<file path="config.mk">
export PLATFORM = sky130hd
export DESIGN_NAME = sps_top
export DESIGN_NICKNAME = d
export VERILOG_FILES = /design/src/sps_pkg.sv /design/src/sps_cond.sv /design/src/sps_dwell.sv /design/src/sps_top.sv
export SDC_FILE = /design/constraint.sdc
export NUM_CORES = 1
export LEC_CHECK = 0
export BUFFER_PORTS_ARGS = -buffer_cell sky130_fd_sc_hd__buf_2
export CAP_MARGIN = 40
export CORE_UTILIZATION = 50
export DETAILED_ROUTE_END_ITERATION = 7
export PLACE_DENSITY = 0.67
export SETUP_SLACK_MARGIN = 0.1
export SLEW_MARGIN = 10
export SYNTH_ARGS = -nofsm -noshare
export SYNTH_HDL_FRONTEND = slang
export SYNTH_SLANG_ARGS = --single-unit
</file>
<file path="constraint.sdc">
create_clock -name core_clk -period 27.3 [get_ports core_clk]
set_input_delay 1.365 -clock core_clk [delete_from_list [all_inputs] [get_ports core_clk]]
set_output_delay 1.365 -clock core_clk [all_outputs]
set_load 0.01 [all_outputs]
</file>
<file path="src/sps_pkg.sv">
package sps_pkg;

	// Register map, byte addresses on the register bus
	localparam int ADDR_W = 12;
	localparam logic [11:0] OFS_PROG_BASE = 12'h000;
	localparam logic [11:0] OFS_DWELL_BASE = 12'h020;
	localparam logic [11:0] OFS_CTRL = 12'h040;
	localparam logic [11:0] OFS_STATUS = 12'h044;
	localparam int NUM_STEPS = 8;

	// Control register fields
	localparam int CTRL_START_BIT = 0;
	localparam int CTRL_STOP_BIT = 1;
	localparam int CTRL_FLTCLR_BIT = 2;
	localparam int CTRL_SRC_LSB = 8;
	localparam int CTRL_OUTF_LSB = 16;

	// Status register fields
	localparam int STAT_STEP_LSB = 0;
	localparam int STAT_RUN_BIT = 4;
	localparam int STAT_NSTOP_BIT = 5;
	localparam int STAT_COAST_BIT = 6;
	localparam int STAT_FAULT_BIT = 7;
	localparam int STAT_INA_BIT = 8;
	localparam int STAT_INB_BIT = 9;
	localparam int STAT_DWELL_BIT = 10;

	// Reset values and limits
	localparam logic [15:0] PROG_RESET = 16'h00F1;
	localparam logic [15:0] DWELL_RESET = 16'h012C;
	localparam logic [15:0] DWELL_MAX = 16'h270F;
	localparam logic [3:0] SRC_RESET = 4'h0;
	localparam logic [4:0] OUTF_RESET = 5'h00;
	localparam logic [3:0] SRC_STEP_SEQ = 4'h6;
	localparam logic [4:0] OUTF_STEP_SEQ = 5'h0F;

	// Program word digit codes
	localparam logic [3:0] COND_SKIP = 4'h0;
	localparam logic [3:0] COND_TIME = 4'h1;
	localparam logic [3:0] COND_NEVER = 4'hF;
	localparam logic [3:0] TGT_LAST_STEP = 4'h7;
	localparam logic [3:0] TGT_NORMAL = 4'h8;
	localparam logic [3:0] TGT_COAST = 4'h9;
	localparam logic [3:0] TGT_FAULT = 4'hA;
	localparam logic [3:0] D3_MAX = 4'hB;
	localparam logic [3:0] D3_SET2_MIN = 4'h6;

	// Timing: dwell resolution is 0.1 s
	localparam int CLK_PERIOD_NS = 8;
	localparam int DWELL_LSB_NS = 100_000_000;
	localparam int TICK_CYCLES = DWELL_LSB_NS / CLK_PERIOD_NS;

	// Sequencer states, Gray along idle-enter-run-ended
	typedef enum logic [1:0] {
		SPS_IDLE = 2'b00,
		SPS_ENTER = 2'b01,
		SPS_RUN = 2'b11,
		SPS_ENDED = 2'b10
	} sps_state_t;

	// AXI responses
	localparam logic [1:0] RESP_OKAY = 2'b00;
	localparam logic [1:0] RESP_SLVERR = 2'b10;

endpackage : sps_pkg

</file>
<file path="src/sps_cond.sv">
`timescale 1ns/10ps
module sps_cond
	import sps_pkg::*;
(
	input wire logic [3:0] code,
	input wire logic in_a,
	input wire logic in_b,
	input wire logic dwell_done,
	output logic met
);

	// Condition decode for one digit
	always_comb begin
		unique case (code)
			4'h0: met = 1'b1;
			4'h1: met = dwell_done;
			4'h2: met = in_a;
			4'h3: met = in_b;
			4'h4: met = !in_a;
			4'h5: met = !in_b;
			4'h6: met = in_a | in_b;
			4'h7: met = in_a & in_b;
			4'h8: met = !(in_a | in_b);
			4'h9: met = in_a & !in_b;
			4'hA: met = in_b & !in_a;
			4'hB: met = dwell_done & in_a;
			4'hC: met = dwell_done & in_b;
			4'hD: met = dwell_done & !in_a;
			4'hE: met = dwell_done & !in_b;
			4'hF: met = 1'b0;
		endcase
	end

endmodule : sps_cond

</file>
<file path="src/sps_dwell.sv">
`timescale 1ns/10ps
module sps_dwell
	import sps_pkg::*;
#(
	parameter int TICKS = TICK_CYCLES
) (
	input wire logic core_clk,
	input wire logic rst,
	input wire logic restart,
	input wire logic [15:0] dwell,
	output logic done,
	output logic [15:0] tenths
);

	logic [23:0] pre_reg;
	logic [15:0] tenths_reg;
	wire pre_wrap = (pre_reg == 24'(TICKS - 1));

	// Prescaler and elapsed tenths, cleared on step entry
	always_ff @(posedge core_clk or posedge rst) begin
		if (rst) begin
			pre_reg <= 24'h00_0000;
			tenths_reg <= 16'h0000;
		end else if (restart) begin
			pre_reg <= 24'h00_0000;
			tenths_reg <= 16'h0000;
		end else if (pre_wrap) begin
			pre_reg <= 24'h00_0000;
			if (tenths_reg != DWELL_MAX)
				tenths_reg <= tenths_reg + 16'h0001;
		end else begin
			pre_reg <= pre_reg + 24'h00_0001;
		end
	end

	assign done = (tenths_reg >= dwell);
	assign tenths = tenths_reg;

endmodule : sps_dwell

</file>
<file path="src/sps_top.sv">
`timescale 1ns/10ps
// What this block does
// - Advance condition in digit 0 moves to next step; step 7 wraps to 0.
// - Any digit 1 code but F, when met, overrides digit 0 and jumps.
// - Digit 2 values 0 to 7 name the jump target step.
// - Jump target 8 ends with normal stop, 9 coast stop, A with fault.
// - Digit 3 codes 0-5 pick ramp set one, 6-b ramp set two.
// - With output function 15, digit 3 drives the shared output on or off.
// - Digit 3 sets direction: forward, reverse, or none, cycling by three.
// - One sequencer output shared by all steps, no per-step routing.
// - Condition code 0 counts as already met; the step is skipped.
// - Code 1 is met when time in step reaches its dwell value.
// - Codes 2,3 need input a or b active; 4,5 need it inactive.
// - Codes 6,7,8 test OR, AND, NOR; 9 and A test one-and-not-other.
// - Codes b to E combine dwell elapsed with an input state.
// - Code F never met; in digit 1 it disables the jump.
// - Eight dwell times, 0.0 to 999.9 s in 0.1 s, default 30.0 s.
// - Sequence begins only on a valid start, always at step 0.
// - Program words act only while speed source selection is 6.
// - Program word holds four hex digits, default 00F1, limit bAFF.
// - Speed index for the drive follows the current step number.
module sps_top
	import sps_pkg::*;
#(
	parameter int TICKS = TICK_CYCLES
) (
	input wire logic core_clk,
	input wire logic rst,
	input wire logic [11:0] s_axi_awaddr,
	input wire logic s_axi_awvalid,
	output logic s_axi_awready,
	input wire logic [31:0] s_axi_wdata,
	input wire logic [3:0] s_axi_wstrb,
	input wire logic s_axi_wvalid,
	output logic s_axi_wready,
	output logic [1:0] s_axi_bresp,
	output logic s_axi_bvalid,
	input wire logic s_axi_bready,
	input wire logic [11:0] s_axi_araddr,
	input wire logic s_axi_arvalid,
	output logic s_axi_arready,
	output logic [31:0] s_axi_rdata,
	output logic [1:0] s_axi_rresp,
	output logic s_axi_rvalid,
	input wire logic s_axi_rready,
	input wire logic sequencer_input_a,
	input wire logic sequencer_input_b,
	output logic [2:0] speed_index,
	output logic seq_active,
	output logic accel_set2,
	output logic dir_fwd,
	output logic dir_rev,
	output logic sequencer_output,
	output logic stop_normal,
	output logic stop_coast,
	output logic external_halt_fault
);

	// Clamp a program word digit by digit to the upper limit
	function automatic logic [15:0] clamp_prog(input logic [15:0] w);
		logic [3:0] d3;
		logic [3:0] d2;
		d3 = (w[15:12] > D3_MAX) ? D3_MAX : w[15:12];
		d2 = (w[11:8] > TGT_FAULT) ? TGT_FAULT : w[11:8];
		return {d3, d2, w[7:0]};
	endfunction : clamp_prog

	// Merge the two low byte lanes into a 16-bit register
	function automatic logic [15:0] merge16(input logic [15:0] old,
		input logic [15:0] nw, input logic [1:0] strb);
		return {strb[1] ? nw[15:8] : old[15:8], strb[0] ? nw[7:0] : old[7:0]};
	endfunction : merge16

	logic [15:0] prog_reg [NUM_STEPS];
	logic [15:0] dwell_reg [NUM_STEPS];
	logic [3:0] src_reg;
	logic [4:0] outf_reg;
	logic start_reg;
	logic stop_reg;
	logic fltclr_reg;
	logic aw_full_reg;
	logic w_full_reg;
	logic [11:0] awaddr_reg;
	logic [31:0] wdata_reg;
	logic [3:0] wstrb_reg;
	logic awready_reg;
	logic wready_reg;
	logic bvalid_reg;
	logic [1:0] bresp_reg;
	logic arready_reg;
	logic rvalid_reg;
	logic [31:0] rdata_reg;
	logic [1:0] rresp_reg;
	sps_state_t state_reg;
	sps_state_t state_next;
	logic [2:0] step_reg;
	logic [2:0] step_next;
	logic fault_reg;
	logic fault_next;
	logic nstop_reg;
	logic nstop_next;
	logic coast_reg;
	logic coast_next;
	logic accel_reg;
	logic fwd_reg;
	logic rev_reg;
	logic out_reg;
	logic active_reg;
	logic dwell_done;
	logic adv_met;
	logic jump_raw;
	logic [15:0] tenths;

	// Write channel decode
	wire wr_fire = aw_full_reg & w_full_reg & !bvalid_reg;
	wire [11:0] wa = awaddr_reg;
	wire wr_prog = (wa[11:5] == OFS_PROG_BASE[11:5]);
	wire wr_dwell = (wa[11:5] == OFS_DWELL_BASE[11:5]);
	wire wr_ctrl = (wa[11:2] == OFS_CTRL[11:2]);
	wire wr_stat = (wa[11:2] == OFS_STATUS[11:2]);
	wire wr_hit = wr_prog | wr_dwell | wr_ctrl | wr_stat;
	wire [2:0] wr_idx = wa[4:2];
	wire [15:0] wd16 = wdata_reg[15:0];
	wire ctrl_w0 = wr_fire & wr_ctrl & wstrb_reg[0];

	// Read channel decode
	wire ar_fire = s_axi_arvalid & arready_reg;
	wire [11:0] ra = s_axi_araddr;
	wire rd_prog = (ra[11:5] == OFS_PROG_BASE[11:5]);
	wire rd_dwell = (ra[11:5] == OFS_DWELL_BASE[11:5]);
	wire rd_ctrl = (ra[11:2] == OFS_CTRL[11:2]);
	wire rd_stat = (ra[11:2] == OFS_STATUS[11:2]);
	wire rd_hit = rd_prog | rd_dwell | rd_ctrl | rd_stat;
	wire [2:0] rd_idx = ra[4:2];

	// Current step fields
	wire [15:0] word = prog_reg[step_reg];
	wire [3:0] dig0 = word[3:0];
	wire [3:0] dig1 = word[7:4];
	wire [3:0] dig2 = word[11:8];
	wire [3:0] dig3 = word[15:12];
	wire src_ok = (src_reg == SRC_STEP_SEQ);
	wire start_ok = start_reg & src_ok;
	wire jump_met = jump_raw & (dig1 != COND_NEVER);
	wire in_step = (state_reg == SPS_ENTER) | (state_reg == SPS_RUN);
	wire [3:0] dig3_mod3 = dig3 % 4'h3;
	wire [3:0] dig3_mod6 = dig3 % 4'h6;

	wire [31:0] ctrl_word = {11'h000, outf_reg, 4'h0, src_reg, 8'h00};
	wire [31:0] stat_word = {21'h00_0000, dwell_done, sequencer_input_b,
		sequencer_input_a, fault_reg, coast_reg, nstop_reg, in_step, 1'b0,
		step_reg};
	wire [31:0] rd_mux = rd_prog ? {16'h0000, prog_reg[rd_idx]} :
		rd_dwell ? {16'h0000, dwell_reg[rd_idx]} :
		rd_ctrl ? ctrl_word :
		rd_stat ? stat_word : 32'h0000_0000;

	// Per-step program word and dwell registers
	for (genvar i = 0; i < NUM_STEPS; i++) begin : g_step
		wire sel = wr_fire & (wr_idx == 3'(i));
		wire [15:0] pm = merge16(prog_reg[i], wd16, wstrb_reg[1:0]);
		wire [15:0] dm = merge16(dwell_reg[i], wd16, wstrb_reg[1:0]);
		always_ff @(posedge core_clk or posedge rst) begin
			if (rst) begin
				prog_reg[i] <= PROG_RESET;
				dwell_reg[i] <= DWELL_RESET;
			end else if (sel & wr_prog) begin
				prog_reg[i] <= clamp_prog(pm);
			end else if (sel & wr_dwell) begin
				dwell_reg[i] <= (dm > DWELL_MAX) ? DWELL_MAX : dm;
			end
		end
	end

	// Control register and one-cycle command pulses
	always_ff @(posedge core_clk or posedge rst) begin
		if (rst) begin
			src_reg <= SRC_RESET;
			outf_reg <= OUTF_RESET;
			start_reg <= 1'b0;
			stop_reg <= 1'b0;
			fltclr_reg <= 1'b0;
		end else begin
			if (wr_fire & wr_ctrl & wstrb_reg[1])
				src_reg <= wdata_reg[CTRL_SRC_LSB +: 4];
			if (wr_fire & wr_ctrl & wstrb_reg[2])
				outf_reg <= wdata_reg[CTRL_OUTF_LSB +: 5];
			start_reg <= ctrl_w0 & wdata_reg[CTRL_START_BIT];
			stop_reg <= ctrl_w0 & wdata_reg[CTRL_STOP_BIT];
			fltclr_reg <= ctrl_w0 & wdata_reg[CTRL_FLTCLR_BIT];
		end
	end

	// Write address and data holding, either order
	always_ff @(posedge core_clk or posedge rst) begin
		if (rst) begin
			aw_full_reg <= 1'b0;
			w_full_reg <= 1'b0;
			awready_reg <= 1'b1;
			wready_reg <= 1'b1;
			awaddr_reg <= 12'h000;
			wdata_reg <= 32'h0000_0000;
			wstrb_reg <= 4'h0;
		end else if (wr_fire) begin
			aw_full_reg <= 1'b0;
			w_full_reg <= 1'b0;
			awready_reg <= 1'b1;
			wready_reg <= 1'b1;
		end else begin
			if (s_axi_awvalid & awready_reg) begin
				aw_full_reg <= 1'b1;
				awready_reg <= 1'b0;
				awaddr_reg <= s_axi_awaddr;
			end
			if (s_axi_wvalid & wready_reg) begin
				w_full_reg <= 1'b1;
				wready_reg <= 1'b0;
				wdata_reg <= s_axi_wdata;
				wstrb_reg <= s_axi_wstrb;
			end
		end
	end

	// Write response
	always_ff @(posedge core_clk or posedge rst) begin
		if (rst) begin
			bvalid_reg <= 1'b0;
			bresp_reg <= RESP_OKAY;
		end else if (wr_fire) begin
			bvalid_reg <= 1'b1;
			bresp_reg <= wr_hit ? RESP_OKAY : RESP_SLVERR;
		end else if (s_axi_bready) begin
			bvalid_reg <= 1'b0;
		end
	end

	// Read address and data
	always_ff @(posedge core_clk or posedge rst) begin
		if (rst) begin
			arready_reg <= 1'b1;
			rvalid_reg <= 1'b0;
			rdata_reg <= 32'h0000_0000;
			rresp_reg <= RESP_OKAY;
		end else if (ar_fire) begin
			arready_reg <= 1'b0;
			rvalid_reg <= 1'b1;
			rdata_reg <= rd_mux;
			rresp_reg <= rd_hit ? RESP_OKAY : RESP_SLVERR;
		end else if (rvalid_reg & s_axi_rready) begin
			arready_reg <= 1'b1;
			rvalid_reg <= 1'b0;
		end
	end

	// Dwell timer and the two condition decoders
	sps_dwell #(.TICKS(TICKS)) u_dwell (
		.core_clk(core_clk),
		.rst(rst),
		.restart(state_reg == SPS_ENTER),
		.dwell(dwell_reg[step_reg]),
		.done(dwell_done),
		.tenths(tenths)
	);
	sps_cond u_adv (
		.code(dig0),
		.in_a(sequencer_input_a),
		.in_b(sequencer_input_b),
		.dwell_done(dwell_done),
		.met(adv_met)
	);
	sps_cond u_jump (
		.code(dig1),
		.in_a(sequencer_input_a),
		.in_b(sequencer_input_b),
		.dwell_done(dwell_done),
		.met(jump_raw)
	);

	// Sequencer next state
	always_comb begin
		state_next = state_reg;
		step_next = step_reg;
		nstop_next = nstop_reg;
		coast_next = coast_reg;
		fault_next = fault_reg & !fltclr_reg;
		unique case (state_reg)
			SPS_IDLE, SPS_ENDED: begin
			end
			SPS_ENTER: state_next = SPS_RUN;
			SPS_RUN: begin
				if (jump_met) begin
					if (dig2 <= TGT_LAST_STEP) begin
						step_next = dig2[2:0];
						state_next = SPS_ENTER;
					end else begin
						state_next = SPS_ENDED;
						nstop_next = (dig2 == TGT_NORMAL);
						coast_next = (dig2 == TGT_COAST);
						fault_next = fault_next | (dig2 == TGT_FAULT);
					end
				end else if (adv_met) begin
					step_next = step_reg + 3'h1;
					state_next = SPS_ENTER;
				end
			end
		endcase
		if (start_ok) begin
			state_next = SPS_ENTER;
			step_next = 3'h0;
			nstop_next = 1'b0;
			coast_next = 1'b0;
		end
		if (stop_reg | !src_ok)
			state_next = SPS_IDLE;
	end

	// Sequencer state registers
	always_ff @(posedge core_clk or posedge rst) begin
		if (rst) begin
			state_reg <= SPS_IDLE;
			step_reg <= 3'h0;
			fault_reg <= 1'b0;
			nstop_reg <= 1'b0;
			coast_reg <= 1'b0;
		end else begin
			state_reg <= state_next;
			step_reg <= step_next;
			fault_reg <= fault_next;
			nstop_reg <= nstop_next;
			coast_reg <= coast_next;
		end
	end

	// Step settings to the drive, idle when no step is live
	always_ff @(posedge core_clk or posedge rst) begin
		if (rst) begin
			active_reg <= 1'b0;
			accel_reg <= 1'b0;
			fwd_reg <= 1'b0;
			rev_reg <= 1'b0;
			out_reg <= 1'b0;
		end else begin
			active_reg <= in_step;
			accel_reg <= in_step & (dig3 >= D3_SET2_MIN);
			fwd_reg <= in_step & (dig3_mod3 == 4'h0);
			rev_reg <= in_step & (dig3_mod3 == 4'h1);
			out_reg <= in_step & (outf_reg == OUTF_STEP_SEQ) &
				(dig3_mod6 >= 4'h3);
		end
	end

	assign speed_index = step_reg;
	assign seq_active = active_reg;
	assign accel_set2 = accel_reg;
	assign dir_fwd = fwd_reg;
	assign dir_rev = rev_reg;
	assign sequencer_output = out_reg;
	assign stop_normal = nstop_reg;
	assign stop_coast = coast_reg;
	assign external_halt_fault = fault_reg;
	assign s_axi_awready = awready_reg;
	assign s_axi_wready = wready_reg;
	assign s_axi_bvalid = bvalid_reg;
	assign s_axi_bresp = bresp_reg;
	assign s_axi_arready = arready_reg;
	assign s_axi_rvalid = rvalid_reg;
	assign s_axi_rdata = rdata_reg;
	assign s_axi_rresp = rresp_reg;

	wire live = (state_reg == SPS_RUN) & !start_ok & !stop_reg & src_ok;
endmodule : sps_top

</file>
==> impl_metrics.prom, run 1 <==
# TYPE chip_impl_metric gauge
chip_impl_metric{name="fraction_of_layout_cells_with_a_size_suffix_above_1",unit=""} 0.2628
chip_impl_metric{name="power.net_switching",unit="W"} 0.0006017
chip_impl_info{name="unrepaired_setup_endpoints_after_global_routing",value="false"} 1
chip_impl_metric{name="synth.top_cell.area_share",unit=""} 0.3653
chip_impl_metric{name="place.detailed.instances",unit=""} 2505
chip_impl_metric{name="gpl.final_weighted_congestion",unit=""} 0.8987
chip_impl_metric{name="cts_hold_buf",unit=""} 0
chip_impl_metric{name="drv.max_cap_violation_count",unit=""} 0
chip_impl_metric{name="achievable-frequency",unit="GHz"} 0.2057
chip_impl_metric{name="cts.clk_slew.worst_paths",unit="ps"} 60
chip_impl_metric{name="dieHeight",unit="µm"} 208.1
chip_impl_metric{name="netlist_instances",unit=""} 1947
chip_impl_info{name="end_kind",value="register"} 1
chip_impl_metric{name="global_route.usage.total",unit=""} 0.2759
chip_impl_metric{name="groute.layer.met3.usage",unit=""} 0.05253
chip_impl_info{name="clock-root-buffer",value="sky130_fd_sc_hd__clkbuf_16"} 1
chip_impl_info{name="synth_largest_area_cell",value="sky130_fd_sc_hd__dfrtp_1"} 1
chip_impl_metric{name="power.switching_fraction",unit=""} 0.3436
chip_impl_info{name="tritoncts",value="yes"} 1
chip_impl_metric{name="num_io_pins",unit=""} 121
chip_impl_metric{name="nets",unit=""} 2104
chip_impl_metric{name="max_transition_margin",unit=""} 0.3650
chip_impl_metric{name="core_area",unit="mm²"} 0.04195
chip_impl_metric{name="period_share",unit=""} 0.1781
chip_impl_metric{name="finalHoldViolations",unit=""} 0
chip_impl_metric{name="final_standard_cell_utilization_of_the_core",unit=""} 0.5666
chip_impl_metric{name="vdd_ir_drop_max",unit="mV"} 0.03962
chip_impl_metric{name="postRouteAntennaNets",unit=""} 0
chip_impl_metric{name="drtIter0Drc",unit=""} 1431
chip_impl_metric{name="p_int",unit="W"} 0.001149
chip_impl_metric{name="cp.required",unit="ps"} 27770
chip_impl_metric{name="async_reset_ff_frac",unit=""} 1.000
chip_impl_metric{name="final_cells",unit=""} 2584
chip_impl_metric{name="seq_area_frac_synth",unit=""} 0.4581
chip_impl_metric{name="antenna_found_initial",unit=""} 4
chip_impl_info{name="cp-start-kind",value="register"} 1
chip_impl_metric{name="leakage",unit="nW"} 10.39
chip_impl_metric{name="dr.pass1.iters",unit=""} 5
chip_impl_metric{name="grt.overflow.total",unit=""} 0
chip_impl_metric{name="drt_drc_violations_left",unit=""} 0
chip_impl_info{name="run_status",value="finished clean"} 1
chip_impl_metric{name="critPathMaxFanout",unit=""} 44
chip_impl_metric{name="clock-sinks",unit=""} 385
chip_impl_metric{name="clkLatencyLatePin",unit="ps"} 580
chip_impl_info{name="class_of_the_most_critical_setup_path",value="register to register"} 1
chip_impl_metric{name="cts_setup_buffers",unit=""} 0
chip_impl_metric{name="hold_ws",unit="ps"} 456.9
chip_impl_metric{name="port_buffers",unit=""} 91
chip_impl_metric{name="share_seq_of_total_power",unit=""} 0.419
chip_impl_info{name="most_common_flop_cell_mapped_by_yosys",value="sky130_fd_sc_hd__dfrtp_1"} 1
chip_impl_metric{name="critPathArrivalTime",unit="ps"} 5330
chip_impl_metric{name="h-tree-depth",unit=""} 2
chip_impl_metric{name="final.fill_count",unit=""} 3483
chip_impl_metric{name="grtUsageMet2",unit=""} 0.4397
chip_impl_metric{name="power-per-cell-area",unit="mW/mm²"} 73.67
chip_impl_metric{name="gr-usage-met1",unit=""} 0.3679
chip_impl_metric{name="start_util",unit=""} 0.5063
chip_impl_metric{name="route.detailed.wl_per_inst",unit="µm"} 22.76
chip_impl_metric{name="grt_pass1_vias",unit=""} 16240
chip_impl_metric{name="yosys_cell_types",unit=""} 77
chip_impl_metric{name="pin_count_of_the_biggest_net_entering_global_routing",unit=""} 92
chip_impl_metric{name="timing.final.max_slew_violations",unit=""} 0
chip_impl_metric{name="global_route_wire_length_before_repair",unit="µm"} 92430
chip_impl_metric{name="setup_viol_count_final",unit=""} 0
chip_impl_metric{name="place_hpwl",unit="µm"} 41590
chip_impl_metric{name="rows",unit=""} 75
chip_impl_metric{name="synth_area_per_cell",unit="µm²"} 10.91
chip_impl_metric{name="power_frac_comb",unit=""} 0.246
chip_impl_info{name="synth_top_cells_by_area",value="sky130_fd_sc_hd__dfrtp_1 37%, sky130_fd_sc_hd__mux4_2 13%, sky130_fd_sc_hd__dfstp_2 9.3%"} 1
chip_impl_metric{name="clk_skew",unit="ps"} 19.67
chip_impl_metric{name="areaGrowthSynthToFinish",unit="%"} 11.91
chip_impl_metric{name="totalNegativeSetupSlack",unit="ps"} 0
chip_impl_metric{name="clock_tree_buffer_depth",unit=""} 3
chip_impl_metric{name="synth-edff-count",unit=""} 0
chip_impl_metric{name="die_area",unit="mm²"} 0.04330
chip_impl_metric{name="tightestPinTransition",unit="ps"} 945.2
chip_impl_info{name="grt_most_used_layer",value="met2"} 1
chip_impl_metric{name="yosysWarningCount",unit=""} 0
chip_impl_metric{name="die_width",unit="µm"} 208.1
chip_impl_metric{name="ys_ff_latch",unit=""} 385
chip_impl_metric{name="post_cts_resize_count",unit=""} 0
chip_impl_metric{name="routed_wl",unit="µm"} 58820
chip_impl_metric{name="synth.cell_area",unit="mm²"} 0.02124
chip_impl_metric{name="vias",unit=""} 16250
chip_impl_metric{name="power.clock.fraction",unit=""} 0.335
chip_impl_metric{name="detail_route.vias_per_cell",unit=""} 6.288
chip_impl_info{name="min_path_type",value="register to register"} 1
chip_impl_metric{name="layout_min_cycle_time",unit="ps"} 4861
chip_impl_metric{name="numCtsBuffers",unit=""} 43
==> path summary, 6_finish.rpt <==
check                               start          endpoint  slack, ps  cells after the start
setup / recovery           speed_index[0]      state_reg[1]      22440                     13
hold / removal                outf_reg[4]  sequencer_output        460                      1
setup reg to reg           speed_index[0]      state_reg[1]      22440                     13
hold reg to reg               outf_reg[4]  sequencer_output        460                      1
max in group asynchronous             rst       prog_reg[7]      24740                      6
min in group asynchronous             rst        accel_set2        880                      2
==> cell usage after synthesis, types with 6 or more instances <==
cell type and number:
sky130_fd_sc_hd__a21o_1 14, sky130_fd_sc_hd__or3_1 7, sky130_fd_sc_hd__dfrtp_1 310, sky130_fd_sc_hd__a21oi_1 109, sky130_fd_sc_hd__nor2_1 211, sky130_fd_sc_hd__a22o_1 21, sky130_fd_sc_hd__o211ai_1 7, sky130_fd_sc_hd__o31ai_1 7
sky130_fd_sc_hd__xor2_1 24, sky130_fd_sc_hd__nand2_1 201, sky130_fd_sc_hd__buf_1 19, sky130_fd_sc_hd__xnor2_1 11, sky130_fd_sc_hd__o21a_1 10, sky130_fd_sc_hd__or2_2 13, sky130_fd_sc_hd__nand3_1 25, sky130_fd_sc_hd__nand3b_1 6
sky130_fd_sc_hd__o22a_1 35, sky130_fd_sc_hd__inv_1 59, sky130_fd_sc_hd__and2_1 12, sky130_fd_sc_hd__mux4_2 125, sky130_fd_sc_hd__nand4_1 17, sky130_fd_sc_hd__ha_1 23, sky130_fd_sc_hd__and3_1 18, sky130_fd_sc_hd__nor2b_1 24
sky130_fd_sc_hd__clkbuf_1 75, sky130_fd_sc_hd__o41ai_1 7, sky130_fd_sc_hd__o22ai_1 24, sky130_fd_sc_hd__o21ai_0 131, sky130_fd_sc_hd__or4_1 6, sky130_fd_sc_hd__nor3_1 38, sky130_fd_sc_hd__mux2_2 110, sky130_fd_sc_hd__nor4_1 10
sky130_fd_sc_hd__nand2b_1 8, sky130_fd_sc_hd__mux2i_1 69, sky130_fd_sc_hd__buf_4 15, sky130_fd_sc_hd__dfstp_2 75
==> metrics by stage <==
stage	worst slack (ps)	instance area, µm²	power (W)
CTS	22090	23740	0.001752
global route	22150	23760	0.001821
detailed placement	22160	22330	0.001165
finish	22440	23770	0.001751
global placement	22230	22050	0.001141
floorplan	15360	21280	0.001013
==> cells by family (layout without fill, tap and decap cells) <==
kind of cell | Yosys count | in the layout | share of synthesized area
compound gates | 403 | 403 | 0.1205
xor+xnor | 35 | 35 | 0.01443
fa+ha+maj | 23 | 23 | 0.01355
buf+inv | 176 | 260 | 0.03529
flops | 385 | 385 | 0.4581
mux | 304 | 304 | 0.2234
other cells | 1 | 15 | 0.0001766
simple gates | 620 | 620 | 0.1346
==> final cells by class <==
class                   instances  area [µm²]  area share
well taps                     539       674.4     0.02837
diodes                          2       5.005   0.0002106
flip-flops and latches        385        9736      0.4096
repair buffers                125       903.4     0.03801
clock inverters                15       152.6    0.006422
clock buffers                  61        1256     0.05285
multi-input cells            1398       10810      0.4549
inverters                      59       229.0    0.009634
==> placed cells by master, fill, tap and decap left out, drive strengths merged, types with 13 or more instances in the layout <==
| master | instances |
|---|---|
| nor3 | 38 |
| dfrtp | 310 |
| a21oi | 109 |
| xor2 | 24 |
| mux2 | 110 |
| nor2 | 214 |
| nand2 | 201 |
| buf | 124 |
| a21o | 14 |
| o21ai | 132 |
| and3 | 18 |
| conb | 13 |
| o22ai | 24 |
| nor2b | 24 |
| inv | 59 |
| ha | 23 |
| a22o | 21 |
| clkbuf | 61 |
| or2 | 16 |
| nand3 | 25 |
| o22a | 35 |
| mux2i | 69 |
| mux4 | 125 |
| dfstp | 75 |
| nand4 | 17 |
==> routing by layer <==
| metal | part of all wire | vias to the layer above | wire (µm) |
|---|---|---|---|
| met5 | 0 | - | 0 |
| met4 | 0.045 | 0 | 2624 |
| met3 | 0.074 | 159 | 4336 |
| met2 | 0.47 | 659 | 27550 |
| met1 | 0.41 | 8199 | 24310 |
| li1 | - | 7230 | - |
==> power by group through the flow <==
stage	clock network (W)	logic [W]	registers (W)
2_1_floorplan	0	0.000333	0.000680
3_3_place_gp	0	0.000398	0.000744
3_5_place_dp	0	0.000416	0.000749
4_1_cts	0.000595	0.000418	0.000739
5_1_grt	0.000615	0.000463	0.000743
6_report	0.000587	0.000430	0.000734
==> critical path, stage by stage (launching register included) <==
cell	delay (ps)
sky130_fd_sc_hd__dfrtp_4	440
sky130_fd_sc_hd__buf_16	300
sky130_fd_sc_hd__buf_4	640
sky130_fd_sc_hd__mux4_2	630
sky130_fd_sc_hd__mux2i_1	330
sky130_fd_sc_hd__ha_1	320
sky130_fd_sc_hd__nand4_1	120
sky130_fd_sc_hd__nor2_1	80
sky130_fd_sc_hd__a21oi_1	140
sky130_fd_sc_hd__o211ai_1	240
sky130_fd_sc_hd__or2_2	370
sky130_fd_sc_hd__a222oi_1	570
sky130_fd_sc_hd__a211o_1	310
sky130_fd_sc_hd__nor4b_2	210
No activity file was read; power rests on OpenSTA's default activity.
==> run 2: changes to the inputs <==
==> constraint.sdc (replaced) <==
create_clock -name core_clk -period 4.5 [get_ports core_clk]
set_input_delay 0.225 -clock core_clk [delete_from_list [all_inputs] [get_ports core_clk]]
set_output_delay 0.225 -clock core_clk [all_outputs]
set_load 0.01 [all_outputs]
==> run 2 against run 1 <==
  * Clock power rose to 6.2 times the previous value
  * Routed wire length rose by 3.0%
  * Maximum frequency rose by 17%
  * Via count rose by 2.4%
  * Hold slack got worse by 360 ps
  * Largest cell class unchanged
==> impl_metrics.prom, run 2 (synthesis results as in run 1) <==
# TYPE chip_impl_metric gauge
chip_impl_metric{name="postRouteAntennaNets",unit=""} 0
chip_impl_info{name="mostFrequentLayoutCell",value="sky130_fd_sc_hd__dfrtp_1"} 1
chip_impl_metric{name="areaGrowthSynthToFinish",unit="%"} 14.68
chip_impl_metric{name="period_share",unit=""} 0.9244
chip_impl_metric{name="drv.max_cap_violation_count",unit=""} 0
chip_impl_metric{name="die_width",unit="µm"} 208.1
chip_impl_metric{name="power.clock.fraction",unit=""} 0.337
chip_impl_metric{name="totalNegativeSetupSlack",unit="ps"} 0
chip_impl_info{name="cp-start-kind",value="register"} 1
chip_impl_metric{name="num_io_pins",unit=""} 121
chip_impl_metric{name="clk_skew",unit="ps"} 16.16
chip_impl_metric{name="finalHoldViolations",unit=""} 0
chip_impl_metric{name="power.switching_fraction",unit=""} 0.3405
chip_impl_info{name="critical-path-top-delay-family",value="compound AO/OA/AOI/OAI gates"} 1
chip_impl_metric{name="die_area",unit="mm²"} 0.04330
chip_impl_metric{name="h-tree-depth",unit=""} 2
chip_impl_metric{name="drtIter0Drc",unit=""} 1728
chip_impl_metric{name="achievable-frequency",unit="GHz"} 0.2404
chip_impl_metric{name="p_int",unit="W"} 0.007130
chip_impl_metric{name="setup_viol_count_final",unit=""} 0
chip_impl_metric{name="detail_route.vias_per_cell",unit=""} 6.285
chip_impl_info{name="run_status",value="finished clean"} 1
chip_impl_metric{name="routed_wl",unit="µm"} 60560
chip_impl_metric{name="gpl.final_weighted_congestion",unit=""} 0.9065
chip_impl_metric{name="clock_tree_buffer_depth",unit=""} 3
chip_impl_metric{name="share_seq_of_total_power",unit=""} 0.403
chip_impl_info{name="crit_path_top_delay_cell",value="sky130_fd_sc_hd__dfrtp_4"} 1
chip_impl_metric{name="numCtsBuffers",unit=""} 43
chip_impl_metric{name="cts.clk_slew.worst_paths",unit="ps"} 60
chip_impl_info{name="path_cells",value="buf_12, mux4_2, mux2i_1, ha_1, a21o_1, a21o_1, a21oi_1, o211ai_1, or2_2, a222oi_1, nor4_1, a2111oi_2"} 1
chip_impl_metric{name="start_util",unit=""} 0.5063
chip_impl_metric{name="critPathMaxFanout",unit=""} 18
chip_impl_metric{name="core_area",unit="mm²"} 0.04195
chip_impl_metric{name="power.net_switching",unit="W"} 0.003681
chip_impl_metric{name="timing.final.max_slew_violations",unit=""} 0
chip_impl_metric{name="clkLatencyLatePin",unit="ps"} 570
chip_impl_metric{name="global_route.usage.total",unit=""} 0.2869
chip_impl_metric{name="clock-sinks",unit=""} 385
chip_impl_metric{name="place_hpwl",unit="µm"} 43260
chip_impl_metric{name="rows",unit=""} 75
chip_impl_metric{name="dr.pass1.iters",unit=""} 5
chip_impl_metric{name="timing.critical_path.buf_inv",unit=""} 1
chip_impl_metric{name="route.detailed.wl_per_inst",unit="µm"} 22.89
chip_impl_info{name="most_used_cells_in_the_layout_excluding_fill_and_tap_cells",value="306 x sky130_fd_sc_hd__dfrtp_1, 211 x sky130_fd_sc_hd__nor2_1, 201 x sky130_fd_sc_hd__nand2_1, 131 x sky130_fd_sc_hd__o21ai_0, 125 x sky130_fd_sc_hd__mux4_2"} 1
chip_impl_info{name="unrepaired_setup_endpoints_after_global_routing",value="false"} 1
chip_impl_metric{name="pin_count_of_the_biggest_net_entering_global_routing",unit=""} 119
chip_impl_metric{name="drt_drc_violations_left",unit=""} 0
chip_impl_metric{name="cpPeakStageDelay",unit="ps"} 540
chip_impl_info{name="end_kind",value="register"} 1
chip_impl_metric{name="power-per-cell-area",unit="mW/mm²"} 443.9
chip_impl_metric{name="vdd_ir_drop_max",unit="mV"} 0.2596
chip_impl_metric{name="fraction_of_layout_cells_with_a_size_suffix_above_1",unit=""} 0.2658
chip_impl_metric{name="nets",unit=""} 2167
chip_impl_metric{name="vias",unit=""} 16630
chip_impl_metric{name="antenna_cells",unit=""} 0
chip_impl_metric{name="global_route_wire_length_before_repair",unit="µm"} 96220
chip_impl_metric{name="hold_ws",unit="ps"} 98.70
chip_impl_metric{name="leakage",unit="nW"} 10.66
chip_impl_info{name="most_frequent_cell_on_the_critical_path",value="sky130_fd_sc_hd__a21o_1"} 1
chip_impl_metric{name="grt_pass1_vias",unit=""} 16910
chip_impl_info{name="clock-root-buffer",value="sky130_fd_sc_hd__clkbuf_16"} 1
chip_impl_metric{name="power_frac_comb",unit=""} 0.260
chip_impl_metric{name="port_buffers",unit=""} 91
chip_impl_info{name="class_of_the_most_critical_setup_path",value="register to register"} 1
chip_impl_metric{name="cts_setup_buffers",unit=""} 0
chip_impl_metric{name="tightestPinTransition",unit="ps"} 930.7
chip_impl_metric{name="critPathArrivalTime",unit="ps"} 4580
chip_impl_info{name="tritoncts",value="yes"} 1
chip_impl_metric{name="max_transition_margin",unit=""} 0.3738
chip_impl_metric{name="dieHeight",unit="µm"} 208.1
chip_impl_metric{name="cp.required",unit="ps"} 4920
chip_impl_info{name="min_path_type",value="input port to register"} 1
chip_impl_metric{name="layout_min_cycle_time",unit="ps"} 4160
chip_impl_metric{name="grt.overflow.total",unit=""} 0
chip_impl_metric{name="antenna_found_initial",unit=""} 0
run 2: timing repair:
action | in CTS | in global routing
hold buffers | 41 | 0
gates resized for setup | 0 | 1
endpoints found under the hold margin | 58 | 0
setup endpoints to repair | 0 | 2
run 2: final cells by class:
class,instances,area [µm²]
fillers,3432,17590
clock inverters,16,195.2
multi-input cells,1398,10810
clock buffers,61,1266
well taps,539,674.4
repair buffers,188,1453
flip-flops and latches,385,9736
inverters,59,225.2
run 2: power by group through the flow:
stage	combinational, W	sequential, W	clock (W)
final	0.00281	0.00436	0.00364
after detailed placement	0.00273	0.00440	0
after CTS	0.00277	0.00434	0.00369
after global routing	0.00302	0.00442	0.00385
after floorplan	0.00202	0.00413	0
after global placement	0.00266	0.00438	0
run 2: metrics by stage:
stage	power (W)	area, µm²	std cells	worst slack (ps)	util
final	0.01081	24360	2646	340.0	0.5806
after global routing	0.01129	24360	2646	104.5	0.5806
after detailed placement	0.007130	22470	2527	423.1	0.5357
after floorplan	0.006147	21290	1959	-839.7	-
after CTS	0.01081	24340	2645	376.9	0.5803
after global placement	0.007038	22340	2521	448.9	0.5326
run 2: final timing paths:
check,endpoint,cells after the start,slack [ps],from
max in group asynchronous,wstrb_reg[1],5,2860,rst
setup reg to reg,speed_index[0],12,340,speed_index[0]
hold reg to reg,sequencer_output,1,470,outf_reg[4]
min in group asynchronous,accel_set2,3,210,rst
hold / removal,s_axi_rresp[1],3,100,s_axi_araddr[6]
setup / recovery,speed_index[0],12,340,speed_index[0]
run 2: metal layers:
metal,wire [µm],vias up,global-route usage
met4,2436,0,0.1275
met3,4425,139,0.04302
met2,28730,685,0.4576
met1,24970,8441,0.3910
li1,-,7366,-
met5,0,-,0
run 2: worst min-delay path: stages:
cell	delay [ps]
sky130_fd_sc_hd__buf_2	80
sky130_fd_sc_hd__nor3_1	110
sky130_fd_sc_hd__o31ai_1	210
